[src/include/caw_pkg.sv]
// Purpose: constants for the counter array watchdog
// Assumes: byte-wide special function register port
// Notes:   offsets are register addresses on the sfr port
package caw_pkg;
    localparam logic [7:0] CAW_ADDR_CTRL   = 8'hD8;
    localparam logic [7:0] CAW_ADDR_MODE   = 8'hD9;
    localparam logic [7:0] CAW_ADDR_CNT_LO = 8'hE9;
    localparam logic [7:0] CAW_ADDR_CNT_HI = 8'hF9;
    localparam logic [7:0] CAW_ADDR_M2_LO  = 8'hED;
    localparam logic [7:0] CAW_ADDR_M2_HI  = 8'hFD;
    localparam logic [7:0] CAW_ADDR_M2_MD  = 8'hDC;
    // control register fields
    localparam int CAW_CF_BIT   = 7;
    localparam int CAW_CR_BIT   = 6;
    localparam int CAW_MODULE2_MATCH_FLAG_BIT = 2;
    // mode register fields
    localparam int CAW_IDLE_SUSPEND_BIT_BIT = 7;
    localparam int CAW_WATCHDOG_ENABLE_BIT_BIT = 6;
    localparam int CAW_LCK_BIT  = 5;
    localparam int CAW_CPS_LSB  = 1;
    localparam int CAW_ECF_BIT  = 0;
    // reset values
    localparam logic [7:0] CAW_CTRL_RST  = 8'h00;
    localparam logic [2:0] CAW_CPS_RST   = 3'h0;
    localparam logic [7:0] CAW_M2MD_RST  = 8'h00;
    // software timer mode: comparator and match enabled
    localparam logic [7:0] CAW_M2MD_SWT  = 8'h48;
    // clock source codes
    localparam logic [2:0] CAW_CPS_DIV12 = 3'h0;
    localparam logic [2:0] CAW_CPS_DIV4  = 3'h1;
    localparam logic [2:0] CAW_CPS_T0OV  = 3'h2;
    localparam logic [2:0] CAW_CPS_ECI   = 3'h3;
    localparam logic [2:0] CAW_CPS_SYS   = 3'h4;
    localparam logic [2:0] CAW_CPS_EXT8  = 3'h5;
    localparam logic [3:0] CAW_DIV12_MAX = 4'hB;
    localparam logic [1:0] CAW_DIV4_MAX  = 2'h3;
    localparam logic [2:0] CAW_DIV8_MAX  = 3'h7;
endpackage
[src/design/caw_watchdog.sv]
// Purpose: watchdog on compare module 2 of a 16-bit counter array
// Assumes: i_ext_clk, i_eci, i_t0_ovf synchronous to i_clk
// Notes:   reset request is a one-cycle pulse
`timescale 1ns/1ps
// What this block does
// - with enable set, module 2 compares its high byte to counter high byte
// - module 2 low byte holds the refresh offset
// - watchdog comes out of every reset enabled
// - enabled watchdog forces counter running; run-control writes still update the bit
// - enabled watchdog blocks writes to counter low and high bytes
// - enabled watchdog freezes clock-source select and idle-suspend bit
// - enabled watchdog forces module 2 to software timer, blocks mode writes
// - run-control reads zero unless software set it
// - with watchdog enabled, a write to module 2 high loads counter high plus offset
// - reset when low byte overflows while module 2 high equals counter high
// - writing one to module 2 flag while enabled forces reset
// - timeout is 256 times offset plus 256 minus low byte at refresh
// - setting enable or lock bit enables the watchdog
// - lock holds watchdog enabled until next system reset
// - with lock clear, clearing enable disables and releases frozen registers
// - after reset clock is system/12, low byte and offset zero
// - idle-suspend set halts counting in idle; clear keeps running
// - clock-source codes select six sources; two codes reserved
// - mode bit 4 reads zero and ignores writes
module caw_watchdog
    import caw_pkg::*;
(
    // clock and reset
    input  wire logic       i_clk,
    input  wire logic       i_rst,
    // sfr port
    input  wire logic       i_sfr_wr,
    input  wire logic       i_sfr_rd,
    input  wire logic [7:0] i_sfr_addr,
    input  wire logic [7:0] i_sfr_wdata,
    output logic      [7:0] o_sfr_rdata,
    // system status and count sources
    input  wire logic       i_cpu_idle,
    input  wire logic       i_t0_ovf,
    input  wire logic       i_eci,
    input  wire logic       i_ext_clk,
    // reset request
    output logic            o_wdt_rst
);
    typedef enum logic [1:0] { CAW_ECI_HI = 2'b01, CAW_ECI_LO = 2'b10 } caw_eci_t;

    logic [7:0] ctrl_r;
    logic       idle_suspend_bit_r;
    logic       watchdog_enable_bit_r;
    logic       lck_r;
    logic [2:0] cps_r;
    logic       ecf_r;
    logic [7:0] cnt_lo_r;
    logic [7:0] cnt_hi_r;
    logic [7:0] m2_lo_r;
    logic [7:0] m2_hi_r;
    logic [7:0] m2_md_r;
    logic [3:0] div12_r;
    logic [1:0] div4_r;
    logic [2:0] div8_r;
    logic       ext_d_r;
    caw_eci_t   eci_r;
    logic       tick;
    logic       wd_on;
    logic       run;
    logic       wr_ctrl;
    logic       wr_mode;
    logic       lo_ovf;
    logic       m2_match;
    logic       rst_nxt;

    assign wd_on    = watchdog_enable_bit_r | lck_r;
    assign run      = (ctrl_r[CAW_CR_BIT] | wd_on) & ~(idle_suspend_bit_r & i_cpu_idle);
    assign wr_ctrl  = i_sfr_wr && i_sfr_addr == CAW_ADDR_CTRL;
    assign wr_mode  = i_sfr_wr && i_sfr_addr == CAW_ADDR_MODE;
    assign lo_ovf   = run && tick && cnt_lo_r == 8'hFF;
    assign m2_match = m2_hi_r == cnt_hi_r;

    // timebase selection
    always_comb
    begin
        case (cps_r)
            CAW_CPS_DIV12: tick = div12_r == CAW_DIV12_MAX;
            CAW_CPS_DIV4:  tick = div4_r == CAW_DIV4_MAX;
            CAW_CPS_T0OV:  tick = i_t0_ovf;
            CAW_CPS_ECI:   tick = eci_r == CAW_ECI_HI && !i_eci;
            CAW_CPS_SYS:   tick = 1'b1;
            CAW_CPS_EXT8:  tick = div8_r == CAW_DIV8_MAX && !ext_d_r && i_ext_clk;
            default:       tick = 1'b0;
        endcase
    end

    always_ff @(posedge i_clk)
    begin
        if (i_rst)
        begin
            div12_r <= '0;
            div4_r  <= '0;
        end
        else
        begin
            div12_r <= (div12_r == CAW_DIV12_MAX) ? 4'h0 : div12_r + 4'h1;
            div4_r  <= div4_r + 2'h1;
        end
    end

    // falling edges on the count input, rising edges on the external clock; a fall needs two samples so rate tops at sys/2
    always_ff @(posedge i_clk)
    begin
        if (i_rst)
        begin
            eci_r   <= CAW_ECI_LO;
            ext_d_r <= 1'b0;
            div8_r  <= '0;
        end
        else
        begin
            eci_r   <= i_eci ? CAW_ECI_HI : CAW_ECI_LO;
            ext_d_r <= i_ext_clk;
            if (!ext_d_r && i_ext_clk)
                div8_r <= div8_r + 3'h1;
        end
    end

    // control register
    always_ff @(posedge i_clk)
    begin
        if (i_rst)
            ctrl_r <= CAW_CTRL_RST;
        else
        begin
            if (wr_ctrl)
            begin
                ctrl_r[CAW_CR_BIT] <= i_sfr_wdata[CAW_CR_BIT];
                ctrl_r[2:0]        <= i_sfr_wdata[2:0];
                ctrl_r[CAW_CF_BIT] <= i_sfr_wdata[CAW_CF_BIT];
            end
            // hardware set wins over software clear
            if (run && tick && cnt_lo_r == 8'hFF && cnt_hi_r == 8'hFF)
                ctrl_r[CAW_CF_BIT] <= 1'b1;
            if (run && tick && {cnt_hi_r, cnt_lo_r} + 16'h1 == {m2_hi_r, m2_lo_r} && m2_md_r[3])
                ctrl_r[CAW_MODULE2_MATCH_FLAG_BIT] <= 1'b1;
            ctrl_r[5:3] <= 3'h0;
        end
    end

    // mode register
    always_ff @(posedge i_clk)
    begin
        if (i_rst)
        begin
            idle_suspend_bit_r <= 1'b0;
            watchdog_enable_bit_r <= 1'b1;
            lck_r  <= 1'b0;
            cps_r  <= CAW_CPS_RST;
            ecf_r  <= 1'b0;
        end
        else if (wr_mode)
        begin
            ecf_r  <= i_sfr_wdata[CAW_ECF_BIT];
            lck_r  <= lck_r | i_sfr_wdata[CAW_LCK_BIT];
            watchdog_enable_bit_r <= i_sfr_wdata[CAW_WATCHDOG_ENABLE_BIT_BIT];
            if (!wd_on)
            begin
                idle_suspend_bit_r <= i_sfr_wdata[CAW_IDLE_SUSPEND_BIT_BIT];
                cps_r  <= i_sfr_wdata[CAW_CPS_LSB +: 3];
            end
        end
    end

    // counter
    always_ff @(posedge i_clk)
    begin
        if (i_rst)
        begin
            cnt_lo_r <= 8'h00;
            cnt_hi_r <= 8'h00;
        end
        else if (run && tick)
        begin
            cnt_lo_r <= cnt_lo_r + 8'h01;
            if (cnt_lo_r == 8'hFF)
                cnt_hi_r <= cnt_hi_r + 8'h01;
        end
        else if (i_sfr_wr && !wd_on)
        begin
            if (i_sfr_addr == CAW_ADDR_CNT_LO)
                cnt_lo_r <= i_sfr_wdata;
            if (i_sfr_addr == CAW_ADDR_CNT_HI)
                cnt_hi_r <= i_sfr_wdata;
        end
    end

    // module 2 registers; offset times 256 plus remaining low counts is the timeout
    always_ff @(posedge i_clk)
    begin
        if (i_rst)
        begin
            m2_lo_r <= 8'h00;
            m2_hi_r <= 8'h00;
            m2_md_r <= CAW_M2MD_RST;
        end
        else
        begin
            if (i_sfr_wr && i_sfr_addr == CAW_ADDR_M2_LO)
                m2_lo_r <= i_sfr_wdata;
            if (i_sfr_wr && i_sfr_addr == CAW_ADDR_M2_HI)
                m2_hi_r <= wd_on ? cnt_hi_r + m2_lo_r : i_sfr_wdata;
            if (wd_on)
                m2_md_r <= CAW_M2MD_SWT;
            else if (i_sfr_wr && i_sfr_addr == CAW_ADDR_M2_MD)
                m2_md_r <= i_sfr_wdata;
        end
    end

    // reset request
    always_comb
    begin
        rst_nxt = wd_on && ((lo_ovf && m2_match)
                  || (wr_ctrl && i_sfr_wdata[CAW_MODULE2_MATCH_FLAG_BIT]));
    end

    always_ff @(posedge i_clk)
    begin
        if (i_rst)
            o_wdt_rst <= 1'b0;
        else
            o_wdt_rst <= rst_nxt && !o_wdt_rst;
    end

    // read data
    always_ff @(posedge i_clk)
    begin
        if (i_rst)
            o_sfr_rdata <= 8'h00;
        else if (i_sfr_rd)
        begin
            case (i_sfr_addr)
                CAW_ADDR_CTRL:   o_sfr_rdata <= ctrl_r;
                CAW_ADDR_MODE:   o_sfr_rdata <= {idle_suspend_bit_r, watchdog_enable_bit_r, lck_r, 1'b0, cps_r, ecf_r};
                CAW_ADDR_CNT_LO: o_sfr_rdata <= cnt_lo_r;
                CAW_ADDR_CNT_HI: o_sfr_rdata <= cnt_hi_r;
                CAW_ADDR_M2_LO:  o_sfr_rdata <= m2_lo_r;
                CAW_ADDR_M2_HI:  o_sfr_rdata <= m2_hi_r;
                CAW_ADDR_M2_MD:  o_sfr_rdata <= m2_md_r;
                default:         o_sfr_rdata <= 8'h00;
            endcase
        end
    end

    a_reset_out_of_reset: assert property (@(posedge i_clk) $fell(i_rst) |-> watchdog_enable_bit_r && cps_r == CAW_CPS_DIV12)
        else $error("watchdog not enabled after reset");
    a_lock_holds_on: assert property (@(posedge i_clk) disable iff (i_rst) lck_r |=> wd_on && lck_r)
        else $error("lock released without reset");
    a_counter_forced_run: assert property (@(posedge i_clk) disable iff (i_rst)
        wd_on && !(idle_suspend_bit_r && i_cpu_idle) && tick |=> cnt_lo_r == $past(cnt_lo_r) + 8'h01)
        else $error("counter did not run under watchdog");
    a_freeze_source: assert property (@(posedge i_clk) disable iff (i_rst) wd_on |=> $stable(cps_r) && $stable(idle_suspend_bit_r))
        else $error("frozen field changed");
    a_timeout_reset: assert property (@(posedge i_clk) disable iff (i_rst)
        wd_on && lo_ovf && m2_match && !o_wdt_rst |=> o_wdt_rst)
        else $error("missed timeout reset");
    a_forced_reset: assert property (@(posedge i_clk) disable iff (i_rst)
        wd_on && wr_ctrl && i_sfr_wdata[CAW_MODULE2_MATCH_FLAG_BIT] && !o_wdt_rst |=> o_wdt_rst)
        else $error("forced reset missing");
    a_refresh_load: assert property (@(posedge i_clk) disable iff (i_rst)
        wd_on && i_sfr_wr && i_sfr_addr == CAW_ADDR_M2_HI |=> m2_hi_r == $past(cnt_hi_r) + $past(m2_lo_r))
        else $error("refresh loaded wrong value");
    a_reset_pulse: assert property (@(posedge i_clk) disable iff (i_rst) o_wdt_rst |=> !o_wdt_rst)
        else $error("reset request longer than one cycle");
    a_idle_halt: assert property (@(posedge i_clk) disable iff (i_rst)
        idle_suspend_bit_r && i_cpu_idle && !(i_sfr_wr && !wd_on) |=> $stable(cnt_lo_r))
        else $error("counter ran in idle");
    c_timeout: cover property (@(posedge i_clk) o_wdt_rst && !wr_ctrl);
    c_refresh: cover property (@(posedge i_clk) wd_on && i_sfr_wr && i_sfr_addr == CAW_ADDR_M2_HI);
    c_disable: cover property (@(posedge i_clk) $fell(wd_on));
    c_lock: cover property (@(posedge i_clk) $rose(lck_r));
    c_forced: cover property (@(posedge i_clk) wd_on && wr_ctrl && i_sfr_wdata[CAW_MODULE2_MATCH_FLAG_BIT]);

    // enable and lock control
    a_lock_enables: assert property (@(posedge i_clk) disable iff (i_rst)
        wr_mode && i_sfr_wdata[CAW_LCK_BIT] |=> lck_r && wd_on)
        else $error("lock bit did not enable watchdog");
    a_enable_sets: assert property (@(posedge i_clk) disable iff (i_rst)
        wr_mode && i_sfr_wdata[CAW_WATCHDOG_ENABLE_BIT_BIT] |=> wd_on)
        else $error("enable bit did not enable watchdog");
    a_unlocked_off: assert property (@(posedge i_clk) disable iff (i_rst)
        wr_mode && !lck_r && !i_sfr_wdata[CAW_WATCHDOG_ENABLE_BIT_BIT] && !i_sfr_wdata[CAW_LCK_BIT] |=> !wd_on)
        else $error("unlocked watchdog not disabled");

    // write blocking, forced module 2 mode, read-back, offset load and reset checks
    a_count_hi_block: assert property (@(posedge i_clk) disable iff (i_rst)
        wd_on && i_sfr_wr && i_sfr_addr == CAW_ADDR_CNT_HI && !lo_ovf |=> $stable(cnt_hi_r))
        else $error("counter high byte written under watchdog");
    a_m2_mode_forced: assert property (@(posedge i_clk) disable iff (i_rst)
        wd_on |=> m2_md_r == CAW_M2MD_SWT)
        else $error("module 2 not in software timer mode");
    a_cr_soft_only: assert property (@(posedge i_clk) disable iff (i_rst)
        wr_ctrl && !i_sfr_wdata[CAW_CR_BIT] |=> !ctrl_r[CAW_CR_BIT])
        else $error("run-control reads one without software");
    a_mode_bit4_zero: assert property (@(posedge i_clk) disable iff (i_rst)
        i_sfr_rd && i_sfr_addr == CAW_ADDR_MODE |=> !o_sfr_rdata[4])
        else $error("unused mode bit read as one");
    a_offset_load: assert property (@(posedge i_clk) disable iff (i_rst)
        i_sfr_wr && i_sfr_addr == CAW_ADDR_M2_LO |=> m2_lo_r == $past(i_sfr_wdata))
        else $error("offset byte not loaded");
    a_reset_defaults: assert property (@(posedge i_clk) $fell(i_rst) |-> cnt_lo_r == 8'h00 && m2_lo_r == 8'h00)
        else $error("counter or offset not zero after reset");
    a_no_rst_off: assert property (@(posedge i_clk) disable iff (i_rst)
        !wd_on |=> !o_wdt_rst)
        else $error("reset request with watchdog disabled");

    // timebase source, spacing and idle-clear checks; a back-to-back div4 or div12 tick means a divider is broken
    a_reserved_source: assert property (@(posedge i_clk) disable iff (i_rst)
        cps_r[2:1] == 2'b11 |-> !tick)
        else $error("reserved source produced a tick");
    a_div4_spacing: assert property (@(posedge i_clk) disable iff (i_rst)
        cps_r == CAW_CPS_DIV4 && tick && !wr_mode |=> !tick)
        else $error("divide by four ticked twice in a row");
    a_div12_spacing: assert property (@(posedge i_clk) disable iff (i_rst)
        cps_r == CAW_CPS_DIV12 && tick && !wr_mode |=> !tick)
        else $error("divide by twelve ticked twice in a row");
    a_t0_source: assert property (@(posedge i_clk) disable iff (i_rst)
        cps_r == CAW_CPS_T0OV |-> tick == i_t0_ovf)
        else $error("timer 0 source not followed");
    a_eci_fall_only: assert property (@(posedge i_clk) disable iff (i_rst)
        cps_r == CAW_CPS_ECI && tick |-> !i_eci)
        else $error("count input ticked without a fall");
    a_idle_clear_runs: assert property (@(posedge i_clk) disable iff (i_rst)
        wd_on && !idle_suspend_bit_r && tick |=> cnt_lo_r == $past(cnt_lo_r) + 8'h01)
        else $error("counter stopped with idle-suspend clear");
endmodule

[config.mk]
export PLATFORM = sky130hd
export DESIGN_NAME = caw_watchdog
export DESIGN_NICKNAME = d
export VERILOG_FILES = /design/src/include/caw_pkg.sv /design/src/design/caw_watchdog.sv
export SDC_FILE = /design/constraint.sdc
export NUM_CORES = 1
export LEC_CHECK = 0
export BUFFER_PORTS_ARGS = -buffer_cell sky130_fd_sc_hd__buf_2
export CAP_MARGIN = 0
export CELL_PAD_IN_SITES_DETAIL_PLACEMENT = 0
export CELL_PAD_IN_SITES_GLOBAL_PLACEMENT = 1
export CORE_MARGIN = 5
export CORE_UTILIZATION = 45
export DETAILED_ROUTE_END_ITERATION = 16
export PLACE_DENSITY_LB_ADDON = 0.1
export RECOVER_POWER = 100
export SLEW_MARGIN = 5
export SYNTH_ARGS = -nofsm -noshare
export SYNTH_HDL_FRONTEND = slang
export SYNTH_SLANG_ARGS = --single-unit
[constraint.sdc]
create_clock -name i_clk -period 2.8 [get_ports i_clk]
set_input_delay 0.14 -clock i_clk [delete_from_list [all_inputs] [get_ports i_clk]]
set_output_delay 0.14 -clock i_clk [all_outputs]
set_load 0.005 [all_outputs]
==> summary.txt <==
Route
  • Wire per inst: 19.51 um
  • Via Count: 4142
  • DR pass1 iterations: 4
  • DR vias/cell: 5.926
  • DRC: 0
  • WL final: 13.64 mm
  • Initial DRC count: 282
  • Antenna Nets Post-Route: 0

Die
  • Io pins: 33
  • Core Box Area: 9729 um^2
  • Die area: 12030 um^2
  • Row count: 36
  • Die height: 109.7 um
  • Initial core utilization: 45.95%
  • DIE WIDTH: 109.7 um

CTS
  • Root Driver: clkbuf_8
  • Post-CTS setup buffers: 0
  • Clock-pin slew on the worst setup and hold paths: 0.09 ns
  • Post-CTS Resized: 0
  • Number of clock sinks: 73
  • Worst skew pair latency: 0.36 ns
  • Hold-fix buffers, CTS: 0
  • Clock buffer depth: 2
  • Clock tree from TritonCTS: yes
  • H-tree depth: 3
  • Num CTS Buffers: 9

Synthesis
  • Avg Cell Area, Syn: 8.263 um^2
  • Post-Syn Area: 4471 um^2
  • Synth Net Count: 579
  • Number of synthesized flops with an enable pin: 0
  • Post-Synthesis Cells: 541
  • Synth unique cells: 66
  • Most frequent cell after synthesis: dfxtp_1
  • Synth top area cells: dfxtp_1, mux2i_1, nor2_1
  • Post-synth top area cell: dfxtp_1
  • Yosys top cell area share: 32.69%
  • Synthesized flop and latch total: 73
  • Number of synthesis warnings: 0
  • Seq/Total Area, Yosys: 32.69%
  • Commonest cells in the netlist: dfxtp_1, nor2_1, nand2_1, mux2i_1, o21ai_0
  • Synth async-reset ratio: 0%
  • Synth Flop Type: dfxtp_1

Pwr
  • Cell Pwr Density: 421.4 nW/um^2
  • Leak: 1.836 nW
  • VDD IR-drop max: 228.3 uV

Hold path
  • Hold Crit Class: primary input to flip-flop

Finish
  • ANT cells: 0
  • Fin nets: 599
  • P&R area growth vs syn: 9.824%
  • Fin util: 50.46%
  • Share of cells above drive strength 1: 11.48%

STA
  • Max Fclk: 403.3 MHz
  • Final period utilization: 88.55%
  • Final TNS setup: 0 ns
  • Worst-margin pin slew: 1.367 ns
  • Crit path time final: 2.480 ns
  • Final hold violation count: 0
  • Fin Clk Skew: 0.01372 ns
  • Final setup fails: 0
  • Final max-slew violation count: 0
  • Slew headroom: 8.857%
  • Unrepaired setup endpoints after global routing: false

Worst setup path
  • CP Capture Type: flip-flop
  • Worst-path maximum fanout: 17
  • Critical path data required time: 2.99 ns
  • Crit path DAT: 2.67 ns
  • Startpoint Class: flip-flop
  • CP Class: flip-flop to flip-flop

Global route
  • Pin count of the biggest net entering global routing: 63
  • Vias in the first global route: 3874
  • Initial antenna violation count: 0
  • GRT Util Overall: 23.56%
  • Grt ovf: 0
  • First-pass GRT wire length: 21.27 mm

Placed design
  • GPL Wtd Cong: 0.8780
  • Port bufs: 32
  • DPL Wire Length: 9.764 mm

Run
  • Max-cap violation count: 0

Outcome
  • Outcome: completed
cell type report:
| class | instances | area (um^2) |
|---|---|---|
| clock buffer | 9 | 123.9 |
| clock inverter | 7 | 76.32 |
| fill | 986 | 4820 |
| inverter | 10 | 37.54 |
| multi-input combinational | 422 | 2813 |
| sequential | 73 | 1461 |
| tap | 133 | 166.4 |
| timing repair buffer | 45 | 231.5 |
path summary, 6_finish.rpt:
path                                start     endpoint  slack, ns  cells past startpoint
worst max-delay path            div8_r[0]  cnt_hi_r[5]       0.32                      8
worst min-delay path            i_ext_clk      ext_d_r       0.02                      2
worst max register to register  div8_r[0]  cnt_hi_r[5]       0.32                      8
worst min register to register  div4_r[0]    div4_r[0]       0.43                      1
layer usage:
| layer | up-vias | global-route usage, % | share of wire, % |
|---|---|---|---|
| met5 | - | 0 | 0 |
| met3 | 17 | 3.699 | 5.9 |
| li1 | 2014 | - | - |
| met4 | 0 | 6.322 | 1.5 |
| met2 | 127 | 36.44 | 45 |
| met1 | 1984 | 34.03 | 48 |
sequential cells by signal (all words and copies together) (netlist names), 2 cells and up:
name / count
cnt_hi_r: 8
cnt_lo_r: 8
m2_hi_r: 8
m2_lo_r: 8
m2_md_r: 8
o_sfr_rdata: 8
ctrl_r: 5
div12_r: 4
cps_r: 3
div8_r: 3
div4_r: 2
eci_r: 2
power breakdown:
group	internal [mW]	switching [mW]
registers	1.05	0.00912
logic	0.0516	0.0941
clock network	0.418	0.443
critical path, cell delays in order, from the launching register on:
cell	delay, ns
dfxtp_1	0.36
ha_1	0.16
ha_1	0.14
nand3b_1	0.09
a22o_1	0.20
a211o_1	0.59
mux2_4	0.47
o21ai_0	0.19
a21oi_1	0.09
per-stage QoR:
step | setup WS (ns) | area (um^2) | instances | power (mW) | hold slack, ns
global placement | 0.4769 | 4741 | 683 | 1.232 | 0.3886
CTS | 0.3674 | 4941 | 699 | 2.093 | 0.01560
finish | 0.3205 | 4910 | 699 | 2.069 | 0.02443
floorplan | 0.8767 | 4471 | 541 | 1.168 | 0.2651
detailed placement | 0.3950 | 4741 | 683 | 1.235 | 0.3934
global route | 0.1000 | 4910 | 699 | 2.158 | 0.04044
cells in the final DEF, fill, tap and decap left out, drive strengths merged, types with 3 or more instances in the layout:
cell,netlist,layout
a211oi,9,9
a21o,4,4
a21oi,25,25
a221o,7,7
a221oi,10,10
a22o,8,8
a31oi,8,8
a32o,3,3
and2,10,10
and3,5,5
and4,3,3
buf,15,33
clkbuf,21,21
dfxtp,73,73
ha,13,13
inv,10,12
mux2,3,3
mux2i,41,41
nand2,44,44
nand3,18,18
nand3b,3,3
nand4,5,5
nor2,66,66
nor2b,10,10
nor3,16,16
nor3b,4,4
nor4,6,6
o211ai,3,3
o21a,3,3
o21ai,29,29
o22ai,3,3
o31ai,3,3
or2,4,4
or3,6,6
xnor2,20,20
xor2,5,5
cells by family (layout without fill, tap and decap cells):
logic type / Yosys count / in the layout / share of synthesized area (%)
simple gates: 209 / 209 / 23.51
fa+ha+maj: 14 / 14 / 4.086
compound gates: 130 / 130 / 20.10
buf+inv: 46 / 71 / 4.422
flops: 73 / 73 / 32.69
mux: 44 / 44 / 10.30
xor+xnor: 25 / 25 / 4.898
Note: power is estimated with default switching activity, not from simulation.
